### src/rtl/clock_generator_unit_pkg.sv
// Package of the clock generator unit: register map, field layout,
// reset values, source codes, operating modes and monitor timing.
// Assumes a 200 MHz block clock and an APB register bus with 32-bit data.
package clock_generator_unit_pkg;

   // ------------------------------------------------------------------
   // Register offsets (byte addresses)
   // ------------------------------------------------------------------
   localparam logic [7:0] OFF_CTRL1  = 8'h00;
   localparam logic [7:0] OFF_CTRL2  = 8'h04;
   localparam logic [7:0] OFF_TRIM   = 8'h08;
   localparam logic [7:0] OFF_STATUS = 8'h0c;
   localparam logic [7:0] OFF_CTRL3  = 8'h10;

   // ------------------------------------------------------------------
   // Field positions
   // ------------------------------------------------------------------
   localparam int SRC_SEL_LSB    = 6;
   localparam int REF_DIV_LSB    = 3;
   localparam int REF_SEL_BIT    = 2;
   localparam int INT_OUT_EN_BIT = 1;
   localparam int INT_STOP_EN_BIT = 0;
   localparam int BUS_DIV_LSB    = 6;
   localparam int LOW_POWER_BIT  = 3;
   localparam int PLL_SEL_BIT    = 0;
   localparam int LOCK_DET_BIT   = 1;
   localparam int LOCK_IE_BIT    = 2;
   localparam int MON_EN_BIT     = 3;
   localparam int LOCK_LOSS_BIT  = 7;
   localparam int LOCKED_BIT     = 6;
   localparam int EXT_LOST_BIT   = 5;
   localparam int MODE_LSB       = 0;
   localparam int TRIM_W         = 9;
   localparam int DIV_CODE_W     = 3;

   // ------------------------------------------------------------------
   // Reset values
   // ------------------------------------------------------------------
   localparam logic [7:0]        RST_CTRL1 = 8'h04;
   localparam logic [7:0]        RST_CTRL2 = 8'h40;
   localparam logic [TRIM_W-1:0] RST_TRIM  = 9'h100;
   localparam logic [7:0]        RST_CTRL3 = 8'h00;

   // ------------------------------------------------------------------
   // System clock source codes
   // ------------------------------------------------------------------
   localparam logic [1:0] SRC_LOOP = 2'h0;
   localparam logic [1:0] SRC_INT  = 2'h1;
   localparam logic [1:0] SRC_EXT  = 2'h2;
   localparam logic [1:0] SRC_RSVD = 2'h3;

   // ------------------------------------------------------------------
   // Timing
   // ------------------------------------------------------------------
   localparam int MCLK_MHZ        = 200;
   localparam int MON_TIMEOUT_NS  = 20000;
   localparam int MON_TIMEOUT_CYC = (MON_TIMEOUT_NS * MCLK_MHZ) / 1000;
   localparam int MON_CNT_W       = 13;

   typedef enum logic [3:0] {
      fll_engaged_int_mode,
      fll_engaged_ext_mode,
      fll_bypassed_int_mode,
      fll_bypassed_ext_mode,
      pll_engaged_ext_mode,
      pll_bypassed_ext_mode,
      lowpower_int_mode,
      lowpower_ext_mode,
      stop_mode
   } mode_e;

endpackage

### src/rtl/tick_div_if.sv
// Carrier between the clock generator top and its pulse dividers.
// Assumes both ends run on the same block clock.
`timescale 1ns/10ps
`default_nettype none
interface tick_div_if;
   import clock_generator_unit_pkg::*;
   logic                  tick_in;
   logic [DIV_CODE_W-1:0] log2_ratio;
   logic                  tick_out;
   modport src (output tick_in, output log2_ratio, input tick_out);
   modport div (input tick_in, input log2_ratio, output tick_out);
endinterface
`default_nettype wire

### src/rtl/clock_generator_unit.sv
// Clock generator unit: source selection, reference and bus dividers,
// internal reference gating, stop retention, lock and clock monitors.
// Assumes all clocks arrive as one-cycle tick enables on MCLK.
//
// Functional notes
// - Source code 00 loop output, 01 internal, 10 external reference
// - Source code 11 behaves as 00
// - Reference divider codes 000 to 011 divide by 1,2,4,8; resets 000
// - Reference codes 110 and 111 divide by 64 and 128
// - Reference select bit 2 picks internal when set, external when clear
// - Internal reference output runs only while its enable bit is set
// - Stop enable keeps internal reference in stop if enabled or internal mode
// - Stop enable clear turns internal reference off in stop
// - Nine operating modes including stop are tracked
// - Selected source passes through a divide by 1,2,4,8 bus divider
// - Debug clock is oscillator core divided by exactly 2
// - No pins leave the chip; all ports are internal
// - External reference monitored; failure requests a reset
// - Lock detector status can raise an interrupt request
// - Nine software-written trim bits adjust internal reference period
// - Loop reference is internal or external by reference select
// - Bus divider field codes 00 to 11, reset 01
// - Sticky lock loss flag cleared by reset or writing 1
//
// Register access over APB and the address map were decided locally.
`timescale 1ns/10ps
`default_nettype none
module clock_generator_unit
   import clock_generator_unit_pkg::*;
(
   // Clock and reset
   input  wire logic              MCLK,
   input  wire logic              RST,
   // APB slave
   input  wire logic              PSEL,
   input  wire logic              PENABLE,
   input  wire logic              PWRITE,
   input  wire logic [7:0]        PADDR,
   input  wire logic [31:0]       PWDATA,
   output logic      [31:0]       PRDATA,
   output logic                   PREADY,
   output logic                   PSLVERR,
   // Source ticks and loop status
   input  wire logic              INT_REF_TICK,
   input  wire logic              EXT_REF_TICK,
   input  wire logic              DCO_TICK,
   input  wire logic              LOOP_LOCKED,
   input  wire logic              STOP_REQ,
   // Clock enables to the system
   output logic                   SYS_CLK_EN,
   output logic                   DEBUG_CLK_OUT,
   output logic                   INT_REF_OUT,
   output logic                   REF_DIV_TICK,
   // Analog steering and requests
   output logic                   INT_REF_RUN,
   output logic [TRIM_W-1:0]      TRIM,
   output logic                   PLL_SELECT,
   output logic                   LOOP_ENABLE,
   output logic                   LOSS_RESET_REQ,
   output logic                   LOCK_IRQ
);
   logic [7:0]           ctrl1_q, ctrl2_q, ctrl3_q;
   logic [TRIM_W-1:0]    trim_q;
   logic                 lock_loss_q, locked_q, ext_lost_q;
   logic [MON_CNT_W-1:0] mon_cnt_q;
   mode_e                mode_q, prestop_q, mode_d;
   logic                 int_run_q, int_out_q, dbg_phase_q, dbg_q, loop_en_q;
   logic                 pready_q, pslverr_q;
   logic [31:0]          prdata_q, rdata;
   logic                 rd_hit, wr_en, w1c_lock, w1c_ext, lock_event, mon_expire;
   logic [1:0]           src_sel, src_eff;
   logic                 ref_sel, int_out_en, int_stop_en, low_power;
   logic                 pll_sel, lock_det_en, lock_ie, mon_en, ext_in_use;

   tick_div_if ref_div ();
   tick_div_if bus_div ();

   assign src_sel     = ctrl1_q[SRC_SEL_LSB +: 2];
   assign ref_sel     = ctrl1_q[REF_SEL_BIT];
   assign int_out_en  = ctrl1_q[INT_OUT_EN_BIT];
   assign int_stop_en = ctrl1_q[INT_STOP_EN_BIT];
   assign low_power   = ctrl2_q[LOW_POWER_BIT];
   assign pll_sel     = ctrl3_q[PLL_SEL_BIT];
   assign lock_det_en = ctrl3_q[LOCK_DET_BIT];
   assign lock_ie     = ctrl3_q[LOCK_IE_BIT];
   assign mon_en      = ctrl3_q[MON_EN_BIT];
   assign src_eff     = (src_sel == SRC_RSVD) ? SRC_LOOP : src_sel;

   // ------------------------------------------------------------------
   // Operating mode
   // ------------------------------------------------------------------
   always_comb begin
      mode_d = fll_engaged_int_mode;
      if (STOP_REQ) begin
         mode_d = stop_mode;
      end else begin
         case (src_eff)
            SRC_LOOP: mode_d = ref_sel ? fll_engaged_int_mode :
                               (pll_sel ? pll_engaged_ext_mode : fll_engaged_ext_mode);
            SRC_INT:  mode_d = low_power ? lowpower_int_mode : fll_bypassed_int_mode;
            SRC_EXT:  mode_d = low_power ? lowpower_ext_mode :
                               (pll_sel ? pll_bypassed_ext_mode : fll_bypassed_ext_mode);
            default:  mode_d = fll_engaged_int_mode;
         endcase
      end
   end

   always_ff @(posedge MCLK) begin
      if (RST) begin
         mode_q    <= fll_engaged_int_mode;
         prestop_q <= fll_engaged_int_mode;
         loop_en_q <= 1'b1;
      end else begin
         mode_q <= mode_d;
         if (mode_q != stop_mode) begin
            prestop_q <= mode_q;
         end
         // Low power shuts the loop only while it is bypassed
         loop_en_q <= !STOP_REQ && !(low_power && src_eff != SRC_LOOP);
      end
   end

   // ------------------------------------------------------------------
   // Reference and bus dividers
   // ------------------------------------------------------------------
   assign ref_div.tick_in    = ref_sel ? INT_REF_TICK : EXT_REF_TICK;
   assign ref_div.log2_ratio = ctrl1_q[REF_DIV_LSB +: 3];

   always_comb begin
      bus_div.tick_in = 1'b0;
      if (!STOP_REQ) begin
         case (src_eff)
            SRC_LOOP: bus_div.tick_in = DCO_TICK;
            SRC_INT:  bus_div.tick_in = INT_REF_TICK;
            SRC_EXT:  bus_div.tick_in = EXT_REF_TICK;
            default:  bus_div.tick_in = DCO_TICK;
         endcase
      end
   end
   assign bus_div.log2_ratio = {1'b0, ctrl2_q[BUS_DIV_LSB +: 2]};

   tick_divider #(.CNT_W(7)) u_ref_div (.MCLK(MCLK), .RST(RST), .dv(ref_div));
   tick_divider #(.CNT_W(3)) u_bus_div (.MCLK(MCLK), .RST(RST), .dv(bus_div));

   // ------------------------------------------------------------------
   // Internal reference gating, stop retention, debug clock
   // ------------------------------------------------------------------
   always_ff @(posedge MCLK) begin
      if (RST) begin
         int_run_q   <= 1'b1;
         int_out_q   <= 1'b0;
         dbg_phase_q <= 1'b0;
         dbg_q       <= 1'b0;
      end else begin
         if (!STOP_REQ) begin
            int_run_q <= 1'b1;
         end else begin
            int_run_q <= int_stop_en && (int_out_en
                         || prestop_q == fll_engaged_int_mode
                         || prestop_q == fll_bypassed_int_mode
                         || prestop_q == lowpower_int_mode);
         end
         int_out_q <= INT_REF_TICK && int_out_en && int_run_q;
         if (DCO_TICK) begin
            dbg_phase_q <= !dbg_phase_q;
         end
         dbg_q <= DCO_TICK && dbg_phase_q;
      end
   end

   // ------------------------------------------------------------------
   // Lock detector and external clock monitor
   // ------------------------------------------------------------------
   assign lock_event = lock_det_en && locked_q && !LOOP_LOCKED;
   assign ext_in_use = mon_en && !ref_sel | (mon_en && src_eff == SRC_EXT);
   assign mon_expire = mon_cnt_q == MON_CNT_W'(MON_TIMEOUT_CYC - 1);

   always_ff @(posedge MCLK) begin
      if (RST) begin
         locked_q    <= 1'b0;
         lock_loss_q <= 1'b0;
      end else begin
         locked_q <= lock_det_en && LOOP_LOCKED;
         // A new loss event wins over a software clear
         if (lock_event) begin
            lock_loss_q <= 1'b1;
         end else if (w1c_lock) begin
            lock_loss_q <= 1'b0;
         end
      end
   end

   always_ff @(posedge MCLK) begin
      if (RST) begin
         mon_cnt_q  <= '0;
         ext_lost_q <= 1'b0;
      end else begin
         if (EXT_REF_TICK || !ext_in_use || STOP_REQ || mon_expire) begin
            mon_cnt_q <= '0;
         end else begin
            mon_cnt_q <= mon_cnt_q + MON_CNT_W'(1);
         end
         if (mon_expire && ext_in_use && !EXT_REF_TICK && !STOP_REQ) begin
            ext_lost_q <= 1'b1;
         end else if (w1c_ext) begin
            ext_lost_q <= 1'b0;
         end
      end
   end

   // ------------------------------------------------------------------
   // APB slave: one wait cycle, answer registered
   // ------------------------------------------------------------------
   assign wr_en    = PSEL && PENABLE && PWRITE && pready_q && !pslverr_q;
   assign w1c_lock = wr_en && PADDR == OFF_STATUS && PWDATA[LOCK_LOSS_BIT] && lock_loss_q;
   assign w1c_ext  = wr_en && PADDR == OFF_STATUS && PWDATA[EXT_LOST_BIT];

   always_comb begin
      rdata  = 32'h0;
      rd_hit = 1'b1;
      case (PADDR)
         OFF_CTRL1:  rdata = {24'h0, ctrl1_q};
         OFF_CTRL2:  rdata = {24'h0, ctrl2_q};
         OFF_TRIM:   rdata = {23'h0, trim_q};
         OFF_CTRL3:  rdata = {24'h0, ctrl3_q};
         OFF_STATUS: begin
            rdata[LOCK_LOSS_BIT]     = lock_loss_q;
            rdata[LOCKED_BIT]        = locked_q;
            rdata[EXT_LOST_BIT]      = ext_lost_q;
            rdata[MODE_LSB +: 4]     = mode_q;
         end
         default:    rd_hit = 1'b0;
      endcase
   end

   always_ff @(posedge MCLK) begin
      if (RST) begin
         pready_q  <= 1'b0;
         pslverr_q <= 1'b0;
         prdata_q  <= 32'h0;
      end else begin
         pready_q  <= PSEL && PENABLE && !pready_q;
         pslverr_q <= PSEL && PENABLE && !pready_q && !rd_hit;
         prdata_q  <= (PSEL && PENABLE && !pready_q && !PWRITE) ? rdata : 32'h0;
      end
   end

   always_ff @(posedge MCLK) begin
      if (RST) begin
         ctrl1_q <= RST_CTRL1;
         ctrl2_q <= RST_CTRL2;
         ctrl3_q <= RST_CTRL3;
         trim_q  <= RST_TRIM;
      end else if (wr_en) begin
         case (PADDR)
            OFF_CTRL1: ctrl1_q <= PWDATA[7:0];
            OFF_CTRL2: ctrl2_q <= PWDATA[7:0];
            OFF_CTRL3: ctrl3_q <= PWDATA[7:0];
            OFF_TRIM:  trim_q  <= PWDATA[TRIM_W-1:0];
            default:   ctrl1_q <= ctrl1_q;
         endcase
      end
   end

   // ------------------------------------------------------------------
   // Outputs, all internal connections
   // ------------------------------------------------------------------
   always_ff @(posedge MCLK) begin
      if (RST) begin
         LOSS_RESET_REQ <= 1'b0;
         LOCK_IRQ       <= 1'b0;
      end else begin
         LOSS_RESET_REQ <= ext_lost_q;
         LOCK_IRQ       <= lock_loss_q && lock_ie;
      end
   end

   assign PRDATA        = prdata_q;
   assign PREADY        = pready_q;
   assign PSLVERR       = pslverr_q;
   assign SYS_CLK_EN    = bus_div.tick_out;
   assign REF_DIV_TICK  = ref_div.tick_out;
   assign DEBUG_CLK_OUT = dbg_q;
   assign INT_REF_OUT   = int_out_q;
   assign INT_REF_RUN   = int_run_q;
   assign TRIM          = trim_q;
   assign PLL_SELECT    = pll_sel;
   assign LOOP_ENABLE   = loop_en_q;
endmodule // clock_generator_unit
`default_nettype wire

### src/rtl/tick_divider.sv
// Power-of-two divider of a one-cycle tick stream.
// Assumes ticks are enable pulses on the block clock.
`timescale 1ns/10ps
`default_nettype none
module tick_divider
   import clock_generator_unit_pkg::*;
#(
   parameter int CNT_W = 7
) (
   // Clock and reset
   input  wire logic MCLK,
   input  wire logic RST,
   // Tick stream
   tick_div_if.div   dv
);
   logic [CNT_W-1:0]      cnt_q;
   logic [DIV_CODE_W-1:0] active_q;
   logic                  out_q;
   logic                  wrap;

   // Wrap when all selected low bits are set
   assign wrap = ((cnt_q | ~((CNT_W'(1) << active_q) - CNT_W'(1))) == {CNT_W{1'b1}});

   // ------------------------------------------------------------------
   // Counter; a new ratio is adopted only at a wrap so no short period
   // ------------------------------------------------------------------
   always_ff @(posedge MCLK) begin
      if (RST) begin
         cnt_q    <= '0;
         active_q <= '0;
         out_q    <= 1'b0;
      end else begin
         out_q <= dv.tick_in && wrap;
         if (dv.tick_in) begin
            if (wrap) begin
               cnt_q    <= '0;
               active_q <= dv.log2_ratio;
            end else begin
               cnt_q <= cnt_q + CNT_W'(1);
            end
         end
      end
   end

   assign dv.tick_out = out_q;
endmodule // tick_divider
`default_nettype wire

### config.mk
export PLATFORM = sky130hd
export DESIGN_NAME = clock_generator_unit
export DESIGN_NICKNAME = d
export VERILOG_FILES = /design/src/rtl/clock_generator_unit_pkg.sv /design/src/rtl/tick_div_if.sv /design/src/rtl/clock_generator_unit.sv /design/src/rtl/tick_divider.sv
export SDC_FILE = /design/constraint.sdc
export NUM_CORES = 1
export LEC_CHECK = 0
export BUFFER_PORTS_ARGS = -buffer_cell sky130_fd_sc_hd__buf_2
export CORE_ASPECT_RATIO = 1.4
export CORE_UTILIZATION = 57
export DETAILED_ROUTE_END_ITERATION = 7
export GPL_TIMING_DRIVEN = 0
export PLACE_DENSITY = 0.9
export RECOVER_POWER = 100
export SYNTH_ARGS = -nofsm -noshare
export SYNTH_HDL_FRONTEND = slang
export SYNTH_SLANG_ARGS = --single-unit
### constraint.sdc
create_clock -name MCLK -period 5.85 [get_ports MCLK]
set_clock_uncertainty 0.1 [all_clocks]
set_input_delay 0.8775 -clock MCLK [delete_from_list [all_inputs] [get_ports MCLK]]
set_output_delay 0.8775 -clock MCLK [all_outputs]
set_load 0.05 [all_outputs]
Yosys cells after proc, flatten, opt, wreduce, memory -nomap -nowiden
Index checks and enable logic that the tools add are counted.

operators by class
  add/subtract/negate cells = 5
  equal/unequal tests = 13
  shift operators = 2
  mux-type cells = 21
  bitwise operators = 8
  reductions and logical operators = 63

operators with widths
  cell                     number
  $logic_and A1 B1 Y1      28
  $pmux W4 S5              1
  $mux W3                  6
  $eq A8 B4 Y1 const B     2
  $pmux W3 S5              1
  $add A13 B1 Y13 const B  1
  $eq A13 B12 Y1 const B   1
  $reduce_and A2 Y1        6
  $logic_not A1 Y1         11
  $pmux W3 S3              1
  $eq A8 B3 Y1 const B     1
  $eq A8 B5 Y1 const B     1
  $logic_not A8 Y1         1
  $reduce_or A2 Y1         4
  $add A7 B1 Y7 const B    1
  $eq A7 B7 Y1 const B     1
  $mux W1                  7
  $mux W7                  1
  $not A7 Y7               1
  $or A7 B7 Y7             1
  $shl A1 B3 Y7 const A    1
  $sub A7 B1 Y7 const B    1
  $logic_or A1 B1 Y1       6
  $reduce_bool A2 Y1       3
  other kinds (21)         24

word-level totals
  bits in registers = 115
  input bits = 50
  output and inout bits = 52
  word-level logic and storage cells = 140

Longest topological paths before layout
  depth in word-level cells = 11
  gate-level depth with buffers = 9
  mapped depth without buffers = 8

Hierarchy
A second synthesis with hierarchy kept.

unflattened totals
  cell total of the unflattened synthesis = 486
  area total of the unflattened synthesis = 4428.0 um^2

modules (own cells, without submodules)
  module                    times used  cells each  area each (um^2)  seq. area each (um^2)
  clock_generator_unit      1           376         3407.0            1501.4
  tick_divider (u_ref_div)  1           71          626.9             220.2
  tick_divider (u_bus_div)  1           39          394.1             140.1

Worst setup path after synthesis
No wires, ideal clock.

  path kind = input to register
  from = input port PADDR[1]
  to = register ctrl2_q[6]
  arrival = 2241 ps
  required time = 5630 ps
  setup slack = 3389 ps
  stages = 5
  buffers on the path = 1
  cells stage by stage = or4_4 nor4_4 nand4bb_1 buf_6 a211o_1

on the way
  longest elaborated chain between the ends = 2

RTL lines
  element                      RTL line                     text
  start, declared              clock_generator_unit.sv:38   input wire logic [7:0] PADDR,
  $eq A8 B3 Y1                 clock_generator_unit.sv:255  case (PADDR)
  $reduce_and A2 Y1 (no line)  --
  end signal, assigned         clock_generator_unit.sv:257  OFF_CTRL2: ctrl2_q <= PWDATA[7:0];
  end, declared                clock_generator_unit.sv:62   logic [7:0] ctrl1_q, ctrl2_q, ctrl3_q;

No other way between the ends.
A chain may end at the register's enable or synchronous reset.

Final worst setup path
  from = input port PADDR[1]
  to = register ext_lost_q

on the way
  longest elaborated chain between the ends = 4

RTL lines
  element                            RTL line                     text
  $eq A8 B4 Y1                       clock_generator_unit.sv:216  assign w1c_ext = wr_en && PADDR == OFF_STATUS && PWDATA[EXT_LOST_BIT];
  $logic_and A1 B1 Y1 (2 in series)  clock_generator_unit.sv:216
  $reduce_bool A2 Y1 (no line)       --
  end signal, assigned               clock_generator_unit.sv:196  ext_lost_q <= 1'b0;
  end signal, assigned               clock_generator_unit.sv:204  ext_lost_q <= 1'b1;
  end signal, assigned               clock_generator_unit.sv:206  ext_lost_q <= 1'b0;
  end, declared                      clock_generator_unit.sv:64   logic lock_loss_q, locked_q, ext_lost_q;

No other way between the ends.

==> results.json <==
{
  "run_status": "complete, no violations",
  "min_period_ns": 2.935,
  "vias": 3587,
  "synth_area_um2": 4200,
  "dieWidth_um": 74.55,
  "hold_viol": 0,
  "p_leak_nw": 2.060,
  "fin_setup_tns_ns": 0,
  "yosysTopAreaCell": "dfxtp_1",
  "track_usage_pct": 27.38,
  "finalSetupViolations": 0,
  "synth_seq_area_share_pct": 43.85,
  "p_sw_share_pct": 25.44,
  "clock_path_buffers": 2,
  "fin_util_pct": 67.68,
  "timing.hold.ws_ns": 0.3466,
  "arrival_ns": 3.05,
  "critPathRequiredTime_ns": 5.97,
  "ys_ff_latch": 92,
  "tightest_slew_ns": 1.359,
  "hp-class": "register to register",
  "rsz0062_at_grt": "no",
  "place_congestion": 0.8713,
  "crit_chain": "buf_2, or4_1, nor4_1, nand3_1, nand2_1, o31ai_1",
  "fin_area_um2": 4756,
  "initial_core_util_pct": 59.78,
  "comb_power_share_pct": 9.2,
  "hp-start": "dbg_phase_q",
  "r2r_end": "u_ref_div.active_q[0]",
  "gr-total-overflow": 0,
  "drtPass1Iterations": 5,
  "totalPowerFinal_mw": 1.165,
  "ff2ff_path_depth": 9,
  "crit_path_max_incr_delay_ns": 1.10,
  "ys_top_cells_by_area": "dfxtp_1 (44%), mux2i_1 (10%), nor2_1 (6.7%), buf_4 (4.5%), nand2_1 (2.8%)",
  "root_buffer": "clkbuf_8",
  "grt_pass1_vias": 3485,
  "regToRegSetupSlack_ns": 2.99,
  "cp-start-kind": "input pin",
  "min_to": "DEBUG_CLK_OUT",
  "io_buffers": 53,
  "grt_start_max_net_pins": 15,
  "p_int_mw": 0.8689,
  "dieArea_um2": 7721,
  "slew_headroom_pct": 8.595,
  "cts_sinks": 92,
  "critPathBufInv": 1,
  "p_switching_mw": 0.2964,
  "worstSkewPairLatency_ns": 0.36,
  "path_max_fanout": 7,
  "regArea_um2": 1842,
  "synth_cells": 458,
  "synth-edff-count": 0,
  "hpwlAfterDp_um": 7363,
  "fillers": 583,
  "pin_count": 102,
  "drc": 0,
  "synthArstFlopShare_pct": 0,
  "endpoint_kind": "register",
  "synth-main-ff-cell": "dfxtp_1",
  "cts_resized": 0,
  "ant_nets": 0,
  "viasPerCell": 5.570,
  "drv_cap": 0,
  "postPlaceCellArea_um2": 4667,
  "drt_iter0_markers": 295,
  "fmax_mhz": 340.7,
  "die_y_um": 103.6,
  "pwr-share-seq_pct": 54.2,
  "power_density_nw_per_um2": 245.0,
  "antenna_found_initial": 0,
  "hold_buffers": 0,
  "ys_warn_count": 0,
  "syn_avg_cell_area_um2": 9.171,
  "wire_per_inst_um": 15.63,
  "finalCritPeriodShare_pct": 50.17,
  "cts_setup_buffers": 0,
  "clkPwrFrac_pct": 36.6,
  "fp.coreArea_um2": 7027,
  "row_count": 36,
  "cpLargestDelayFamily": "simple AND/OR/NAND/NOR gates",
  "synth_top_area_share_pct": 43.85,
  "final_nets": 602,
  "cts_tree": "done",
  "path_class": "input pin to register",
  "numCtsBuffers": 9,
  "diodes": 0,
  "multi_input_area_um2": 2076,
  "finalMaxSlewViolations": 0,
  "vdd_drop_max_v": 0.0002005,
  "layout-drive-gt1-share_pct": 12.20,
  "crit_slowest_cell": "nor4_1",
  "min_path_cells": 2,
  "clk_pin_slew_worst_paths_ns": 0.09,
  "r2r-start": "u_ref_div.active_q[1]",
  "grt_pass1_wl_um": 16270,
  "synthDistinctLibCells": 54,
  "wl_um": 10060,
  "areaGrowthSynthToFinish_pct": 13.23,
  "h-tree-depth": 3
}
-- cell usage in the layout (no fill, tap or decap), drive strengths merged, types with 3 or more instances in the layout --
cell and count:
buf 48, nor4 4, clkinv 3, nand4 4
inv 15, a21oi 15, nor2b 7, o21ai 15
conb 23, and4 3, ha 8, nand3b 4
a22oi 5, nor3b 3, xor2 12, nand2 31
a211o 6, a2bb2oi 5, nand2b 10, xnor2 7
mux2i 42, dfxtp 92, nand3 14, nor3 9
nor2 75, clkbuf 58
-- flip-flops by register name, indices dropped and copies added, names as in the netlist, 2 cells and up --
signal              flops
PRDATA                  9
TRIM                    9
ctrl1_q                 8
ctrl2_q                 8
ctrl3_q                 8
mode_q                  4
mon_cnt_q              13
prestop_q               4
u_bus_div.active_q      2
u_bus_div.cnt_q         3
u_ref_div.active_q      3
u_ref_div.cnt_q         7
-- metal layers --
metal	GRT usage [%]	part of all wire (%)	vias up
met5	0	0	-
met2	46.78	52	157
li1	-	-	1713
met4	11.46	2.2	0
met3	4.961	6.5	22
met1	32.63	40	1695
-- cell usage after synthesis (4+ instances only) --
master	n
a211o_1	6
a21oi_1	15
a22oi_1	5
a2bb2oi_1	5
buf_4	25
clkbuf_1	9
dfxtp_1	92
ha_1	8
inv_1	15
mux2i_1	42
nand2_1	31
nand2b_1	10
nand3_1	13
nand3b_1	4
nand4_1	4
nor2_1	75
nor2b_1	7
nor3_1	8
o21ai_0	15
xnor2_1	7
xor2_1	12
-- kinds of logic (layout without fill, tap and decap cells) --
logic type / after synthesis / count (layout) / share of synthesized area (%)
xor+xnor: 19 / 19 / 3.962
simple gates: 176 / 176 / 21.27
compound gates: 61 / 61 / 9.592
flops: 92 / 92 / 43.85
other cells: 1 / 23 / 0.08928
mux: 45 / 45 / 11.35
buf+inv: 56 / 125 / 7.506
fa+ha+maj: 8 / 8 / 2.383
-- worst register-to-register path, cell delays in order, from the launching register on --
cell and delay, ns:
dfxtp_1 0.30, clkbuf_1 0.21, nor3_1 0.28, inv_1 0.07, ha_1 0.25, nand2_1 0.08, a21oi_1 0.04, a211o_1 0.33
nor3_1 0.86, mux2i_1 0.27
-- worst max-delay path by stage --
stage	startpoint	end	slack [ns]	depth (start not counted)
after floorplan	PADDR[1]	ctrl2_q[6]	3.39	5
after global placement	PADDR[1]	PRDATA[2]	2.96	5
after detailed placement	PADDR[3]	PRDATA[6]	3.00	7
after CTS	PADDR[3]	PRDATA[2]	3.34	7
after global routing	u_ref_div.active_q[1]	u_ref_div.active_q[2]	2.76	9
final	PADDR[1]	ext_lost_q	2.91	6
-- power groups by stage --
stage | sequential (mW) | combinational, mW | clock (mW)
floorplan | 0.654 | 0.0738 | 0
global placement | 0.647 | 0.106 | 0
detailed placement | 0.647 | 0.108 | 0
CTS | 0.632 | 0.108 | 0.427
global route | 0.633 | 0.114 | 0.454
finish | 0.632 | 0.107 | 0.426
-- layout make-up --
cell class                 instances  share of cell area (%)
multi-input combinational        332                   43.65
sequential                        92                   38.73
buffer                            41                   5.104
timing repair buffer              53                   4.762
clock buffer                      12                   3.052
tap                               95                   2.499
inverter                          15                   1.184
clock inverter                     4                   1.026
-- metrics by stage --
step / setup slack, ns / cells
after floorplan: 3.389 / 480
after global placement: 2.959 / 628
after detailed placement: 3.002 / 628
after CTS: 3.343 / 644
after global routing: 2.755 / 644
final: 2.915 / 644
No activity file was read; power rests on OpenSTA's default activity.
